**src/rsth_pkg.sv**
```systemverilog
// Purpose: Shared constants for the raster sync timing host controller
// Assumes: Word-addressed software port, 4-bit address, 32-bit data
// Notes:   Interval widths are in display cycles, vertical ones in lines
`default_nettype none

package rsth_pkg;

  ////////////////////////////////////////////////////////////////////////////
  // Software register word addresses
  localparam logic [3:0] RSTH_ADDR_CTRL    = 4'h0;
  localparam logic [3:0] RSTH_ADDR_HTIME   = 4'h1;
  localparam logic [3:0] RSTH_ADDR_AWORDS  = 4'h2;
  localparam logic [3:0] RSTH_ADDR_VTIME   = 4'h3;
  localparam logic [3:0] RSTH_ADDR_ALINES  = 4'h4;
  localparam logic [3:0] RSTH_ADDR_REFRESH = 4'h5;
  localparam logic [3:0] RSTH_ADDR_STATUS  = 4'h6;
  localparam logic [3:0] RSTH_ADDR_MON     = 4'h7;

  ////////////////////////////////////////////////////////////////////////////
  // Control register bit positions (bit 0 is the apply command)
  localparam int RSTH_CTRL_APPLY   = 0;
  localparam int RSTH_CTRL_FLAG_LO = 1;
  localparam int RSTH_FLAG_SLAVE   = 0;
  localparam int RSTH_FLAG_PEN     = 1;
  localparam int RSTH_FLAG_REFRESH = 2;
  localparam int RSTH_FLAG_ILACE   = 3;
  localparam int RSTH_FLAG_CHANGE  = 4;
  localparam int RSTH_FLAG_SPLIT   = 5;
  localparam int RSTH_FLAG_MIXED   = 6;
  localparam int RSTH_FLAG_WIDE    = 7;

  ////////////////////////////////////////////////////////////////////////////
  // Status register bit positions
  localparam int RSTH_ERR_HFP     = 0;
  localparam int RSTH_ERR_HS      = 1;
  localparam int RSTH_ERR_HBP     = 2;
  localparam int RSTH_ERR_REFRESH = 3;
  localparam int RSTH_ERR_VERT    = 4;
  localparam int RSTH_ERR_ZERO    = 5;
  localparam int RSTH_ST_FAULT    = 6;
  localparam int RSTH_ST_LOADED   = 8;

  ////////////////////////////////////////////////////////////////////////////
  // Least interval widths in display cycles, vertical ones in lines
  localparam logic [7:0] RSTH_HFP_MIN_GEN   = 8'h02;
  localparam logic [7:0] RSTH_HFP_MIN_SLAVE = 8'h04;
  localparam logic [7:0] RSTH_HFP_MIN_PEN   = 8'h06;
  localparam logic [7:0] RSTH_HS_MIN_GEN    = 8'h01;
  localparam logic [7:0] RSTH_HS_MIN_REF    = 8'h02;
  localparam logic [7:0] RSTH_HS_MIN_ILACE  = 8'h03;
  localparam logic [7:0] RSTH_HBP_MIN_GEN   = 8'h03;
  localparam logic [7:0] RSTH_HBP_MIN_EXT   = 8'h05;
  localparam logic [7:0] RSTH_VINT_MIN      = 8'h01;

  ////////////////////////////////////////////////////////////////////////////
  // Reset values and monitor limits
  localparam logic [7:0]  RSTH_RST_FLAGS = 8'h00;
  localparam logic [15:0] RSTH_CNT_MAX   = 16'hFFFF;

endpackage : rsth_pkg

`default_nettype wire

```
**src/rsth_host.sv**
```systemverilog
// Purpose: Host controller that programs and watches a raster sync generator
// Assumes: Software port with one-cycle strobes, read data one cycle later
// Notes:   Parameters reach the device only after passing the width checks
//
// Functional notes
// RQ1 - Normal graphics: 16-pixel word per display cycle, two word-clock cycles.
// RQ2 - Wide access fetches even/odd word pair, 32 pixels per display cycle.
// RQ3 - Mixed graphics areas: active display cycle spans four word-clock cycles.
// RQ4 - Mixed graphics areas: active word count programmed at double value.
// RQ5 - Mixed mode retrace display cycles still last two word-clock cycles.
// RQ6 - Blanked word count equals front porch plus sync plus back porch.
// RQ7 - Vertical retrace lines blank their active part too.
// RQ8 - Line front porch at least two display cycles in general.
// RQ9 - Sync slave: line front porch at least four display cycles.
// RQ10 - Light pen: line front porch at least six display cycles.
// RQ11 - Refresh enabled: line sync at least two display cycles.
// RQ12 - Interlace: line sync at least three display cycles.
// RQ13 - Line back porch at least three display cycles always.
// RQ14 - Area or wide setting changes in field: back porch at least five.
// RQ15 - Interlace with split screen: back porch at least five.
// RQ16 - During line sync with refresh, addresses come from refresh counter.
// RQ17 - Refresh cycles have top memory arbitration priority.
// RQ18 - Line sync width at least ceil(refresh count / lines per interval).
// RQ19 - Each vertical interval at least one line; sum equals blanked lines.
// RQ20 - Line order: front porch, sync, back porch, active words.
// RQ21 - Field order: front porch, sync, back porch, active lines.
// RQ22 - Interlace adds one extra line per frame automatically.
// RQ23 - Interval counters reload at each boundary.
`default_nettype none

module rsth_host
  import rsth_pkg::*;
(
  input  wire logic        mclk_in,
  input  wire logic        rst_b_in,
  input  wire logic [3:0]  addr_in,
  input  wire logic [31:0] wdata_in,
  input  wire logic        wr_in,
  input  wire logic        rd_in,
  output logic      [31:0] rdata_out,
  input  wire logic        hsync_pin_in,
  input  wire logic        vsync_pin_in,
  input  wire logic        blank_pin_in,
  output logic      [7:0]  line_front_porch_out,
  output logic      [7:0]  line_sync_width_out,
  output logic      [7:0]  line_back_porch_out,
  output logic      [9:0]  active_word_count_out,
  output logic      [9:0]  blanked_word_count_out,
  output logic      [7:0]  field_front_porch_out,
  output logic      [7:0]  field_sync_lines_out,
  output logic      [7:0]  field_back_porch_out,
  output logic      [9:0]  blanked_line_count_out,
  output logic      [10:0] active_line_count_out,
  output logic             wide_access_select_out,
  output logic             mixed_mode_out,
  output logic             interlace_out,
  output logic             refresh_en_out,
  output logic             param_load_out
);

  typedef struct packed {
    logic [7:0]  flags;
    logic [7:0]  line_front_porch;
    logic [7:0]  hs;
    logic [7:0]  line_back_porch;
    logic [8:0]  aw;
    logic [7:0]  field_front_porch;
    logic [7:0]  vs;
    logic [7:0]  field_back_porch;
    logic [10:0] al;
    logic [7:0]  rcc;
    logic [15:0] lri;
    logic        apply_pend;
    logic [5:0]  err;
    logic        loaded;
    logic        fault;
    logic [7:0]  o_flags;
    logic [7:0]  o_hfp;
    logic [7:0]  o_hs;
    logic [7:0]  o_hbp;
    logic [9:0]  o_aw;
    logic [9:0]  o_bw;
    logic [7:0]  o_vfp;
    logic [7:0]  o_vs;
    logic [7:0]  o_vbp;
    logic [9:0]  o_bl;
    logic [10:0] o_al;
    logic [15:0] o_lri;
    logic        load;
    logic [31:0] rdata;
    logic [2:0]  pin_prev;
    logic [15:0] line_cnt;
    logic [15:0] last_lines;
    logic [15:0] hs_cnt;
    logic [15:0] hs_width;
  } rsth_state_t;

  rsth_state_t st_reg;
  rsth_state_t st_next;
  logic [2:0]  pin_async;
  logic [2:0]  pin_sync;

  ////////////////////////////////////////////////////////////////////////////
  // Least widths that the chosen operating options call for
  function automatic logic [7:0] rsth_hfp_min(input logic [7:0] f);
    if (f[RSTH_FLAG_PEN]) begin
      return RSTH_HFP_MIN_PEN; // RQ10
    end else if (f[RSTH_FLAG_SLAVE]) begin
      return RSTH_HFP_MIN_SLAVE; // RQ9
    end
    return RSTH_HFP_MIN_GEN; // RQ8
  endfunction

  function automatic logic [7:0] rsth_hs_min(input logic [7:0] f);
    if (f[RSTH_FLAG_ILACE]) begin
      return RSTH_HS_MIN_ILACE; // RQ12
    end else if (f[RSTH_FLAG_REFRESH]) begin
      return RSTH_HS_MIN_REF; // RQ11
    end
    return RSTH_HS_MIN_GEN;
  endfunction

  function automatic logic [7:0] rsth_hbp_min(input logic [7:0] f);
    if (f[RSTH_FLAG_CHANGE]) begin
      return RSTH_HBP_MIN_EXT; // RQ14
    end else if (f[RSTH_FLAG_ILACE] && f[RSTH_FLAG_SPLIT]) begin
      return RSTH_HBP_MIN_EXT; // RQ15
    end
    return RSTH_HBP_MIN_GEN; // RQ13
  endfunction

  // Refresh slots per line must cover the refresh count over one interval
  function automatic logic rsth_refresh_ok(input logic [7:0] hs, input logic [15:0] lri,
                                           input logic [7:0] rcc);
    logic [23:0] prod;
    prod = 24'(hs) * 24'(lri);
    return (lri != 16'h0000) && (prod >= 24'(rcc)); // RQ18
  endfunction

  function automatic logic [9:0] rsth_sum3(input logic [7:0] a, input logic [7:0] b,
                                           input logic [7:0] c);
    return {2'b00, a} + {2'b00, b} + {2'b00, c};
  endfunction

  ////////////////////////////////////////////////////////////////////////////
  // Device pins pass two flip-flops before any logic looks at them
  assign pin_async = {blank_pin_in, vsync_pin_in, hsync_pin_in};

  for (genvar gi = 0; gi < 3; gi++) begin : g_pin_sync
    rsth_sync2 u_sync (
      .mclk_in  (mclk_in),
      .rst_b_in (rst_b_in),
      .async_in (pin_async[gi]),
      .sync_out (pin_sync[gi])
    );
  end

  ////////////////////////////////////////////////////////////////////////////
  // Next-state logic: register port, checks, parameter load, pin monitor
  always_comb begin
    logic [5:0] chk;
    logic       hs_rise;
    logic       hs_fall;
    logic       vs_rise;
    chk     = 6'h00;
    hs_rise = pin_sync[0] & ~st_reg.pin_prev[0];
    hs_fall = ~pin_sync[0] & st_reg.pin_prev[0];
    vs_rise = pin_sync[1] & ~st_reg.pin_prev[1];
    st_next = st_reg;
    st_next.load = 1'b0;
    st_next.pin_prev = pin_sync;

    // Parameter checks against the stored programming
    if (st_reg.line_front_porch < rsth_hfp_min(st_reg.flags)) begin
      chk[RSTH_ERR_HFP] = 1'b1; // RQ8
    end
    if (st_reg.hs < rsth_hs_min(st_reg.flags)) begin
      chk[RSTH_ERR_HS] = 1'b1; // RQ11
    end
    if (st_reg.line_back_porch < rsth_hbp_min(st_reg.flags)) begin
      chk[RSTH_ERR_HBP] = 1'b1; // RQ13
    end
    if (st_reg.flags[RSTH_FLAG_REFRESH] && !rsth_refresh_ok(st_reg.hs, st_reg.lri, st_reg.rcc))
    begin
      chk[RSTH_ERR_REFRESH] = 1'b1; // RQ18
    end
    if ((st_reg.field_front_porch < RSTH_VINT_MIN) || (st_reg.vs < RSTH_VINT_MIN) ||
        (st_reg.field_back_porch < RSTH_VINT_MIN)) begin
      chk[RSTH_ERR_VERT] = 1'b1; // RQ19
    end
    if ((st_reg.aw == 9'h000) || (st_reg.al == 11'h000)) begin
      chk[RSTH_ERR_ZERO] = 1'b1;
    end

    // Status clear first so that a hardware set in the same cycle wins
    if (wr_in && (addr_in == RSTH_ADDR_STATUS)) begin
      st_next.err = st_reg.err & ~wdata_in[5:0];
      if (wdata_in[RSTH_ST_FAULT]) begin
        st_next.fault = 1'b0;
      end
      if (wdata_in[RSTH_ST_LOADED]) begin
        st_next.loaded = 1'b0;
      end
    end

    // One cycle after apply the checked set is loaded or refused
    if (st_reg.apply_pend) begin
      st_next.apply_pend = 1'b0;
      st_next.err = st_next.err | chk;
      if (chk == 6'h00) begin
        st_next.load    = 1'b1;
        st_next.loaded  = 1'b1;
        st_next.o_flags = st_reg.flags;
        st_next.o_hfp   = st_reg.line_front_porch;
        st_next.o_hs    = st_reg.hs;
        st_next.o_hbp   = st_reg.line_back_porch;
        st_next.o_bw    = rsth_sum3(st_reg.line_front_porch, st_reg.hs, st_reg.line_back_porch); // RQ6
        st_next.o_aw    = st_reg.flags[RSTH_FLAG_MIXED] ? {st_reg.aw, 1'b0}
                                                        : {1'b0, st_reg.aw}; // RQ4
        st_next.o_vfp   = st_reg.field_front_porch;
        st_next.o_vs    = st_reg.vs;
        st_next.o_vbp   = st_reg.field_back_porch;
        st_next.o_bl    = rsth_sum3(st_reg.field_front_porch, st_reg.vs, st_reg.field_back_porch); // RQ19
        st_next.o_al    = st_reg.al;
        st_next.o_lri   = st_reg.lri;
      end
    end

    // Software writes; a write to control with apply queues a check
    if (wr_in) begin
      unique case (addr_in)
        RSTH_ADDR_CTRL: begin
          st_next.flags      = wdata_in[RSTH_CTRL_FLAG_LO +: 8];
          st_next.apply_pend = wdata_in[RSTH_CTRL_APPLY];
        end
        RSTH_ADDR_HTIME: begin
          st_next.line_front_porch = wdata_in[7:0];
          st_next.hs  = wdata_in[15:8];
          st_next.line_back_porch = wdata_in[23:16];
        end
        RSTH_ADDR_AWORDS: st_next.aw = wdata_in[8:0];
        RSTH_ADDR_VTIME: begin
          st_next.field_front_porch = wdata_in[7:0];
          st_next.vs  = wdata_in[15:8];
          st_next.field_back_porch = wdata_in[23:16];
        end
        RSTH_ADDR_ALINES: st_next.al = wdata_in[10:0];
        RSTH_ADDR_REFRESH: begin
          st_next.rcc = wdata_in[7:0];
          st_next.lri = wdata_in[23:8];
        end
        default: ;
      endcase
    end

    // Read data stands only in the cycle after the strobe
    st_next.rdata = 32'h0000_0000;
    if (rd_in) begin
      unique case (addr_in)
        RSTH_ADDR_CTRL:    st_next.rdata = {23'h0, st_reg.flags, st_reg.apply_pend};
        RSTH_ADDR_HTIME:   st_next.rdata = {8'h00, st_reg.line_back_porch, st_reg.hs, st_reg.line_front_porch};
        RSTH_ADDR_AWORDS:  st_next.rdata = {23'h0, st_reg.aw};
        RSTH_ADDR_VTIME:   st_next.rdata = {8'h00, st_reg.field_back_porch, st_reg.vs, st_reg.field_front_porch};
        RSTH_ADDR_ALINES:  st_next.rdata = {21'h0, st_reg.al};
        RSTH_ADDR_REFRESH: st_next.rdata = {8'h00, st_reg.lri, st_reg.rcc};
        RSTH_ADDR_STATUS:  st_next.rdata = {23'h0, st_reg.loaded, 1'b0, st_reg.fault,
                                            st_reg.err};
        RSTH_ADDR_MON:     st_next.rdata = {st_reg.hs_width, st_reg.last_lines};
        default:           st_next.rdata = 32'h0000_0000;
      endcase
    end

    // Lines per field, counted on line sync edges between field sync edges
    if (vs_rise) begin
      st_next.last_lines = st_reg.line_cnt + 16'(hs_rise);
      st_next.line_cnt   = 16'h0000;
    end else if (hs_rise && (st_reg.line_cnt != RSTH_CNT_MAX)) begin
      st_next.line_cnt = st_reg.line_cnt + 16'h0001;
    end

    // Line sync width in mclk cycles, saturating for a stuck pin
    if (hs_fall) begin
      st_next.hs_width = st_reg.hs_cnt;
      st_next.hs_cnt   = 16'h0000;
    end else if (pin_sync[0] && (st_reg.hs_cnt != RSTH_CNT_MAX)) begin
      st_next.hs_cnt = st_reg.hs_cnt + 16'h0001;
    end

    // Video unblanked while field sync is high is a device fault
    if (pin_sync[1] && !pin_sync[2]) begin
      st_next.fault = 1'b1; // RQ7
    end
  end

  ////////////////////////////////////////////////////////////////////////////
  // State register; everything resets to constants
  always_ff @(posedge mclk_in or negedge rst_b_in) begin
    if (!rst_b_in) begin
      st_reg         <= '0;
      st_reg.flags   <= RSTH_RST_FLAGS;
      st_reg.o_flags <= RSTH_RST_FLAGS;
    end else begin
      st_reg <= st_next;
    end
  end

  ////////////////////////////////////////////////////////////////////////////
  // Outputs straight from the state register
  assign rdata_out              = st_reg.rdata;
  assign line_front_porch_out   = st_reg.o_hfp;
  assign line_sync_width_out    = st_reg.o_hs;
  assign line_back_porch_out    = st_reg.o_hbp;
  assign active_word_count_out  = st_reg.o_aw;
  assign blanked_word_count_out = st_reg.o_bw;
  assign field_front_porch_out  = st_reg.o_vfp;
  assign field_sync_lines_out   = st_reg.o_vs;
  assign field_back_porch_out   = st_reg.o_vbp;
  assign blanked_line_count_out = st_reg.o_bl;
  assign active_line_count_out  = st_reg.o_al;
  assign wide_access_select_out = st_reg.o_flags[RSTH_FLAG_WIDE];
  assign mixed_mode_out         = st_reg.o_flags[RSTH_FLAG_MIXED];
  assign interlace_out          = st_reg.o_flags[RSTH_FLAG_ILACE];
  assign refresh_en_out         = st_reg.o_flags[RSTH_FLAG_REFRESH];
  assign param_load_out         = st_reg.load;

  ////////////////////////////////////////////////////////////////////////////
  // Checks on what reaches the device
  AST_HFP_MIN: assert property (@(posedge mclk_in) disable iff (!rst_b_in) // RQ8
    param_load_out |-> line_front_porch_out >= (st_reg.o_flags[RSTH_FLAG_PEN] ? 8'h06 :
      st_reg.o_flags[RSTH_FLAG_SLAVE] ? 8'h04 : 8'h02))
    else $error("Front porch below least width at load");

  AST_HS_MIN: assert property (@(posedge mclk_in) disable iff (!rst_b_in) // RQ12
    param_load_out && interlace_out |-> line_sync_width_out >= 8'h03)
    else $error("Sync width too short for interlace");

  AST_HS_REF: assert property (@(posedge mclk_in) disable iff (!rst_b_in) // RQ11
    param_load_out && refresh_en_out |-> line_sync_width_out >= 8'h02)
    else $error("Sync width too short for refresh");

  AST_HBP_MIN: assert property (@(posedge mclk_in) disable iff (!rst_b_in) // RQ14
    param_load_out && st_reg.o_flags[RSTH_FLAG_CHANGE] |-> line_back_porch_out >= 8'h05)
    else $error("Back porch too short for mid-field mode change");

  AST_HBP_GEN: assert property (@(posedge mclk_in) disable iff (!rst_b_in) // RQ13
    param_load_out |-> line_back_porch_out >= 8'h03)
    else $error("Back porch below three display cycles");

  AST_REFRESH: assert property (@(posedge mclk_in) disable iff (!rst_b_in) // RQ18
    param_load_out && refresh_en_out |->
      (24'(line_sync_width_out) * 24'(st_reg.o_lri)) >= 24'(st_reg.rcc))
    else $error("Sync width gives too few refresh slots");

  AST_VERT: assert property (@(posedge mclk_in) disable iff (!rst_b_in) // RQ19
    param_load_out |-> (field_front_porch_out != 8'h00) && (field_sync_lines_out != 8'h00)
      && (field_back_porch_out != 8'h00) && (blanked_line_count_out ==
      {2'b00, field_front_porch_out} + {2'b00, field_sync_lines_out} +
      {2'b00, field_back_porch_out}))
    else $error("Vertical intervals illegal at load");

  AST_BW_SUM: assert property (@(posedge mclk_in) disable iff (!rst_b_in) // RQ6
    param_load_out |-> blanked_word_count_out == {2'b00, line_front_porch_out} +
      {2'b00, line_sync_width_out} + {2'b00, line_back_porch_out})
    else $error("Blanked word count not the sum of porches and sync");

  AST_AW_MIXED: assert property (@(posedge mclk_in) disable iff (!rst_b_in) // RQ4
    st_reg.apply_pend && st_reg.flags[RSTH_FLAG_MIXED] ##1 param_load_out |->
      active_word_count_out == {$past(st_reg.aw), 1'b0})
    else $error("Mixed mode active words not doubled");

  AST_REFUSE: assert property (@(posedge mclk_in) disable iff (!rst_b_in) // RQ13
    st_reg.apply_pend && (st_reg.line_back_porch < 8'h03) |=> !param_load_out && st_reg.err[2])
    else $error("Short back porch was not refused");

endmodule // rsth_host

`default_nettype wire

```
**src/rsth_sync2.sv**
```systemverilog
// Purpose: Two-flip-flop synchroniser for pins from the display device
// Assumes: Pins are levels, asynchronous to mclk_in
// Notes:   First stage feeds only the second stage
`default_nettype none

module rsth_sync2 (
  input  wire logic mclk_in,
  input  wire logic rst_b_in,
  input  wire logic async_in,
  output logic      sync_out
);

  logic meta_reg;

  ////////////////////////////////////////////////////////////////////////////
  // Two stages, reset low so outputs are defined from reset onward
  always_ff @(posedge mclk_in or negedge rst_b_in) begin
    if (!rst_b_in) begin
      meta_reg <= 1'b0;
      sync_out <= 1'b0;
    end else begin
      meta_reg <= async_in;
      sync_out <= meta_reg;
    end
  end

endmodule // rsth_sync2

`default_nettype wire

```
**config.mk**
```make
export PLATFORM = sky130hd
export DESIGN_NAME = rsth_host
export DESIGN_NICKNAME = d
export VERILOG_FILES = /design/src/rsth_pkg.sv /design/src/rsth_host.sv /design/src/rsth_sync2.sv
export SDC_FILE = /design/constraint.sdc
export NUM_CORES = 1
export LEC_CHECK = 0
export BUFFER_PORTS_ARGS = -buffer_cell sky130_fd_sc_hd__buf_2
export CAP_MARGIN = 5
export CORE_ASPECT_RATIO = 0.5
export CORE_MARGIN = 5
export CORE_UTILIZATION = 30
export DETAILED_ROUTE_END_ITERATION = 8
export GPL_TIMING_DRIVEN = 0
export PLACE_DENSITY_LB_ADDON = 0.1
export SYNTH_ARGS = -nofsm -noshare
export SYNTH_HDL_FRONTEND = slang
export SYNTH_HIERARCHICAL = 1
export SYNTH_SLANG_ARGS = --single-unit
```
**constraint.sdc**
```tcl
create_clock -name mclk_in -period 16.18 [get_ports mclk_in]
set_input_delay 2.427 -clock mclk_in [delete_from_list [all_inputs] [get_ports mclk_in]]
set_output_delay 2.427 -clock mclk_in [all_outputs]
set_load 0.01 [all_outputs]
```
==> run_results.csv <==
group,metric,value,unit
routing,wl_per_cell,21.0,um
routing,remaining_drc_errors,0,
timing,relSlewSlack,15.9,%
yosys,synth_ff_type,"dfrtp_1",
worst_setup_path,crit_top_cell,"fa_1",
yosys,yosys-top-cells-area,"dfrtp_1 (40%), fa_1 (11%), mux2_2 (8.3%)",
yosys,synthArstFlopShare,100,%
yosys,yosys-top-cells-count,"dfrtp_1 (307), nand2_1 (162), mux2_2 (142)",
run,maxCapViolations,0,
power_and_ir_drop,p_per_area,181,nW/um2
power_and_ir_drop,ir_worst_vdd,0.000106,V
yosys,synth_most_common_cell,"dfrtp_1",
placement,pre_cts_ws,8.52,ns
floorplanning,die_width,369,um
cts,cts_resized,0,
timing,finalCriticalPeriod,7.62,ns
timing,tightestPinTransition,1.25,ns
placement,io_buffers,157,
global_routing,grt_pass1_wl,92.4,mm
power_and_ir_drop,p_leak,11.0,nW
worst_setup_path,endpoint_kind,"register",
routing,drt_iter0_markers,847,
finish,drive_gt1_share,27.4,%
global_routing,grt_pass1_vias,14156,
timing,fmax,131,MHz
worst_setup_path,path_max_fanout,10,
worst_hold_path,hold_path.class,"reg -> reg",
yosys,yosysTopAreaCellShare,39.6,%
global_routing,grt_overflow,0,
placement,gp_congestion,0.846,
global_routing,grt_usage,17.3,%
cts,ctsHoldBuffers,0,
worst_setup_path,critPathRequiredTime,16.65,ns
timing,setup_violations,0,
cts,cts_buffer_depth,3,
routing,ant_nets,0,
yosys,syn_nets,2008,
yosys,synth_warnings,6,
cts,clk_latency,0.61,ns
floorplanning,initial_utilization,30.5,%
timing,finalHoldViolCount,0,
worst_setup_path,crit_path_max_incr_delay,0.64,ns
finish,largest_register_ffs,175,
floorplanning,io_pins,169,
timing,hold_ws,0.346,ns
placement,placed_cell_area,21300,um2
routing,routed_wl,60.4,mm
finish,areaGrowthSynthToFinish,15.8,%
yosys,ys_seq_elements,307,
cts,cts.clk_slew.worst_paths,0.06,ns
yosys,syn-cell-area,19400,um2
yosys,synth_edf_count,0,
cts,cts_root_buffer,"clkbuf_16",
finish,finalInstanceArea,22400,um2
yosys,synth_cell_types,60,
worst_setup_path,arrival,8.09,ns
timing,fin_ws,8.56,ns
floorplanning,coreArea,63500,um2
placement,hpwl,46.7,mm
worst_setup_path,crit_chain,"clkbuf_1 > clkbuf_1 > nand2_1 > fa_1 > fa_1 > inv_1 > fa_1 > inv_1 > fa_1 > inv_1 > ha_1 > xnor2_1 > ha_1 > a21oi_1 > o21ai_0 > a2111o_1 > a211o_1 > or4_4 > nor3_4 > a41oi_2 > buf_6 > buf_6 > mux2_4",
timing,slew_viol_final,0,
global_routing,grt_max_degree,110,
worst_setup_path,slowest_stage,"clkbuf_1",
routing,avgViaCountPerCell,4.71,
yosys,ys_seq_area_share,39.6,%
cts,post_cts.repair.setup_buffers,0,
timing,fin_setup_tns,0,ns
timing,grt_setup_unrepaired,"false",
yosys,yosysTopAreaCell,"dfrtp_1",
floorplanning,rows,65,
floorplanning,die_y,190,um
finish,final_nets,2201,
worst_setup_path,worstSetupStartpointType,"register",
global_routing,grt_antenna_before_repair,6,
routing,vias,13557,
cts,cts_buffers,31,
worst_setup_path,worst-setup-path-type,"reg -> reg",
yosys,synth_area_per_cell,10.8,um2
cts,cts.htree.levels,1,
routing,first_pass_iters,5,
timing,fin_skew,0.0348,ns
yosys,syn_inst,1789,
status,status,"complete, no violations",
floorplanning,die-area,70100,um2
cts,clock_sinks,307,
timing,finalCritPeriodShare,47.1,%
cts,cts_tree,"done",
[cells by family after synthesis]
family	after synthesis	synth area share [%]
XOR/XNOR	55	2.49
flip-flops	307	39.6
buffers and inverters	352	9.49
multiplexers	207	13.0
AO/OA/AOI/OAI	242	8.32
adder cells (fa/ha/maj)	176	15.3
AND/OR/NAND/NOR	450	11.8
[layer usage]
layer | track usage, % | vias up | part of all wire (%)
met2 | 26.8 | 266 | 44
met3 | 2.69 | 57 | 4.9
met1 | 25.8 | 6899 | 49
met5 | 0 | - | 0
li1 | - | 6335 | -
met4 | 3.16 | 0 | 1.8
[area by class of cell]
cell class                 instances  area [um2]
sequential                       307        7680
timing repair buffer             160         878
clock inverter                     8         136
antenna                            4        10.0
buffer                           212        1310
tap                              871        1090
clock buffer                      48         950
fill                            6493       41100
multi-input combinational       1130        9860
inverter                         140         526
[final timing paths]
path / startpoint / end / slack (ns) / depth (start not counted)
min in group asynchronous: rst_b_in / st_reg[55] / 1.70 / 1
worst max-delay path: st_reg[303] / line_back_porch_out[6] / 8.56 / 23
worst max register to register: st_reg[303] / line_back_porch_out[6] / 8.56 / 23
worst min register to register: g_pin_sync[0].u_sync/meta_reg / g_pin_sync[0].u_sync/sync_out / 0.35 / 0
worst min-delay path: g_pin_sync[0].u_sync/meta_reg / g_pin_sync[0].u_sync/sync_out / 0.35 / 0
max in group asynchronous: rst_b_in / line_sync_width_out[3] / 13.21 / 3
[cells in the final DEF, fill, tap and decap left out, types with 53 or more instances in the layout]
cell,n
inv_1,140
buf_2,165
nand2_1,162
ha_1,74
fa_1,102
dfrtp_1,307
clkbuf_1,81
a22oi_1,64
buf_4,121
and2_1,110
mux2_4,53
mux2_2,142
[metrics by stage]
step | instances | total power, mW | utilization, %
detailed placement | 2820 | 3.32 | 33.6
floorplan | 1789 | 2.67 | -
finish | 2880 | 4.07 | 35.3
global route | 2879 | 4.47 | 35.3
CTS | 2876 | 4.13 | 35.3
global placement | 2817 | 3.34 | 33.5
[critical path, delay by kind of cell, from the launching register on]
family	cells	cell delay (ns)
muxes	1	0.31
xor gates and xnor gates	1	0.15
and+or+nand+nor	3	1.02
buffers and inverters	7	1.77
adders and majority gates	6	2.72
DFF	1	0.38
AOI/OAI and AO/OA	5	1.12
[where the power goes]
group	internal, mW	switching [mW]
logic	0.964	1.27
registers	0.892	0.164
clock network	0.451	0.324
total	2.31	1.76
Power figures use the tool's default switching activity.
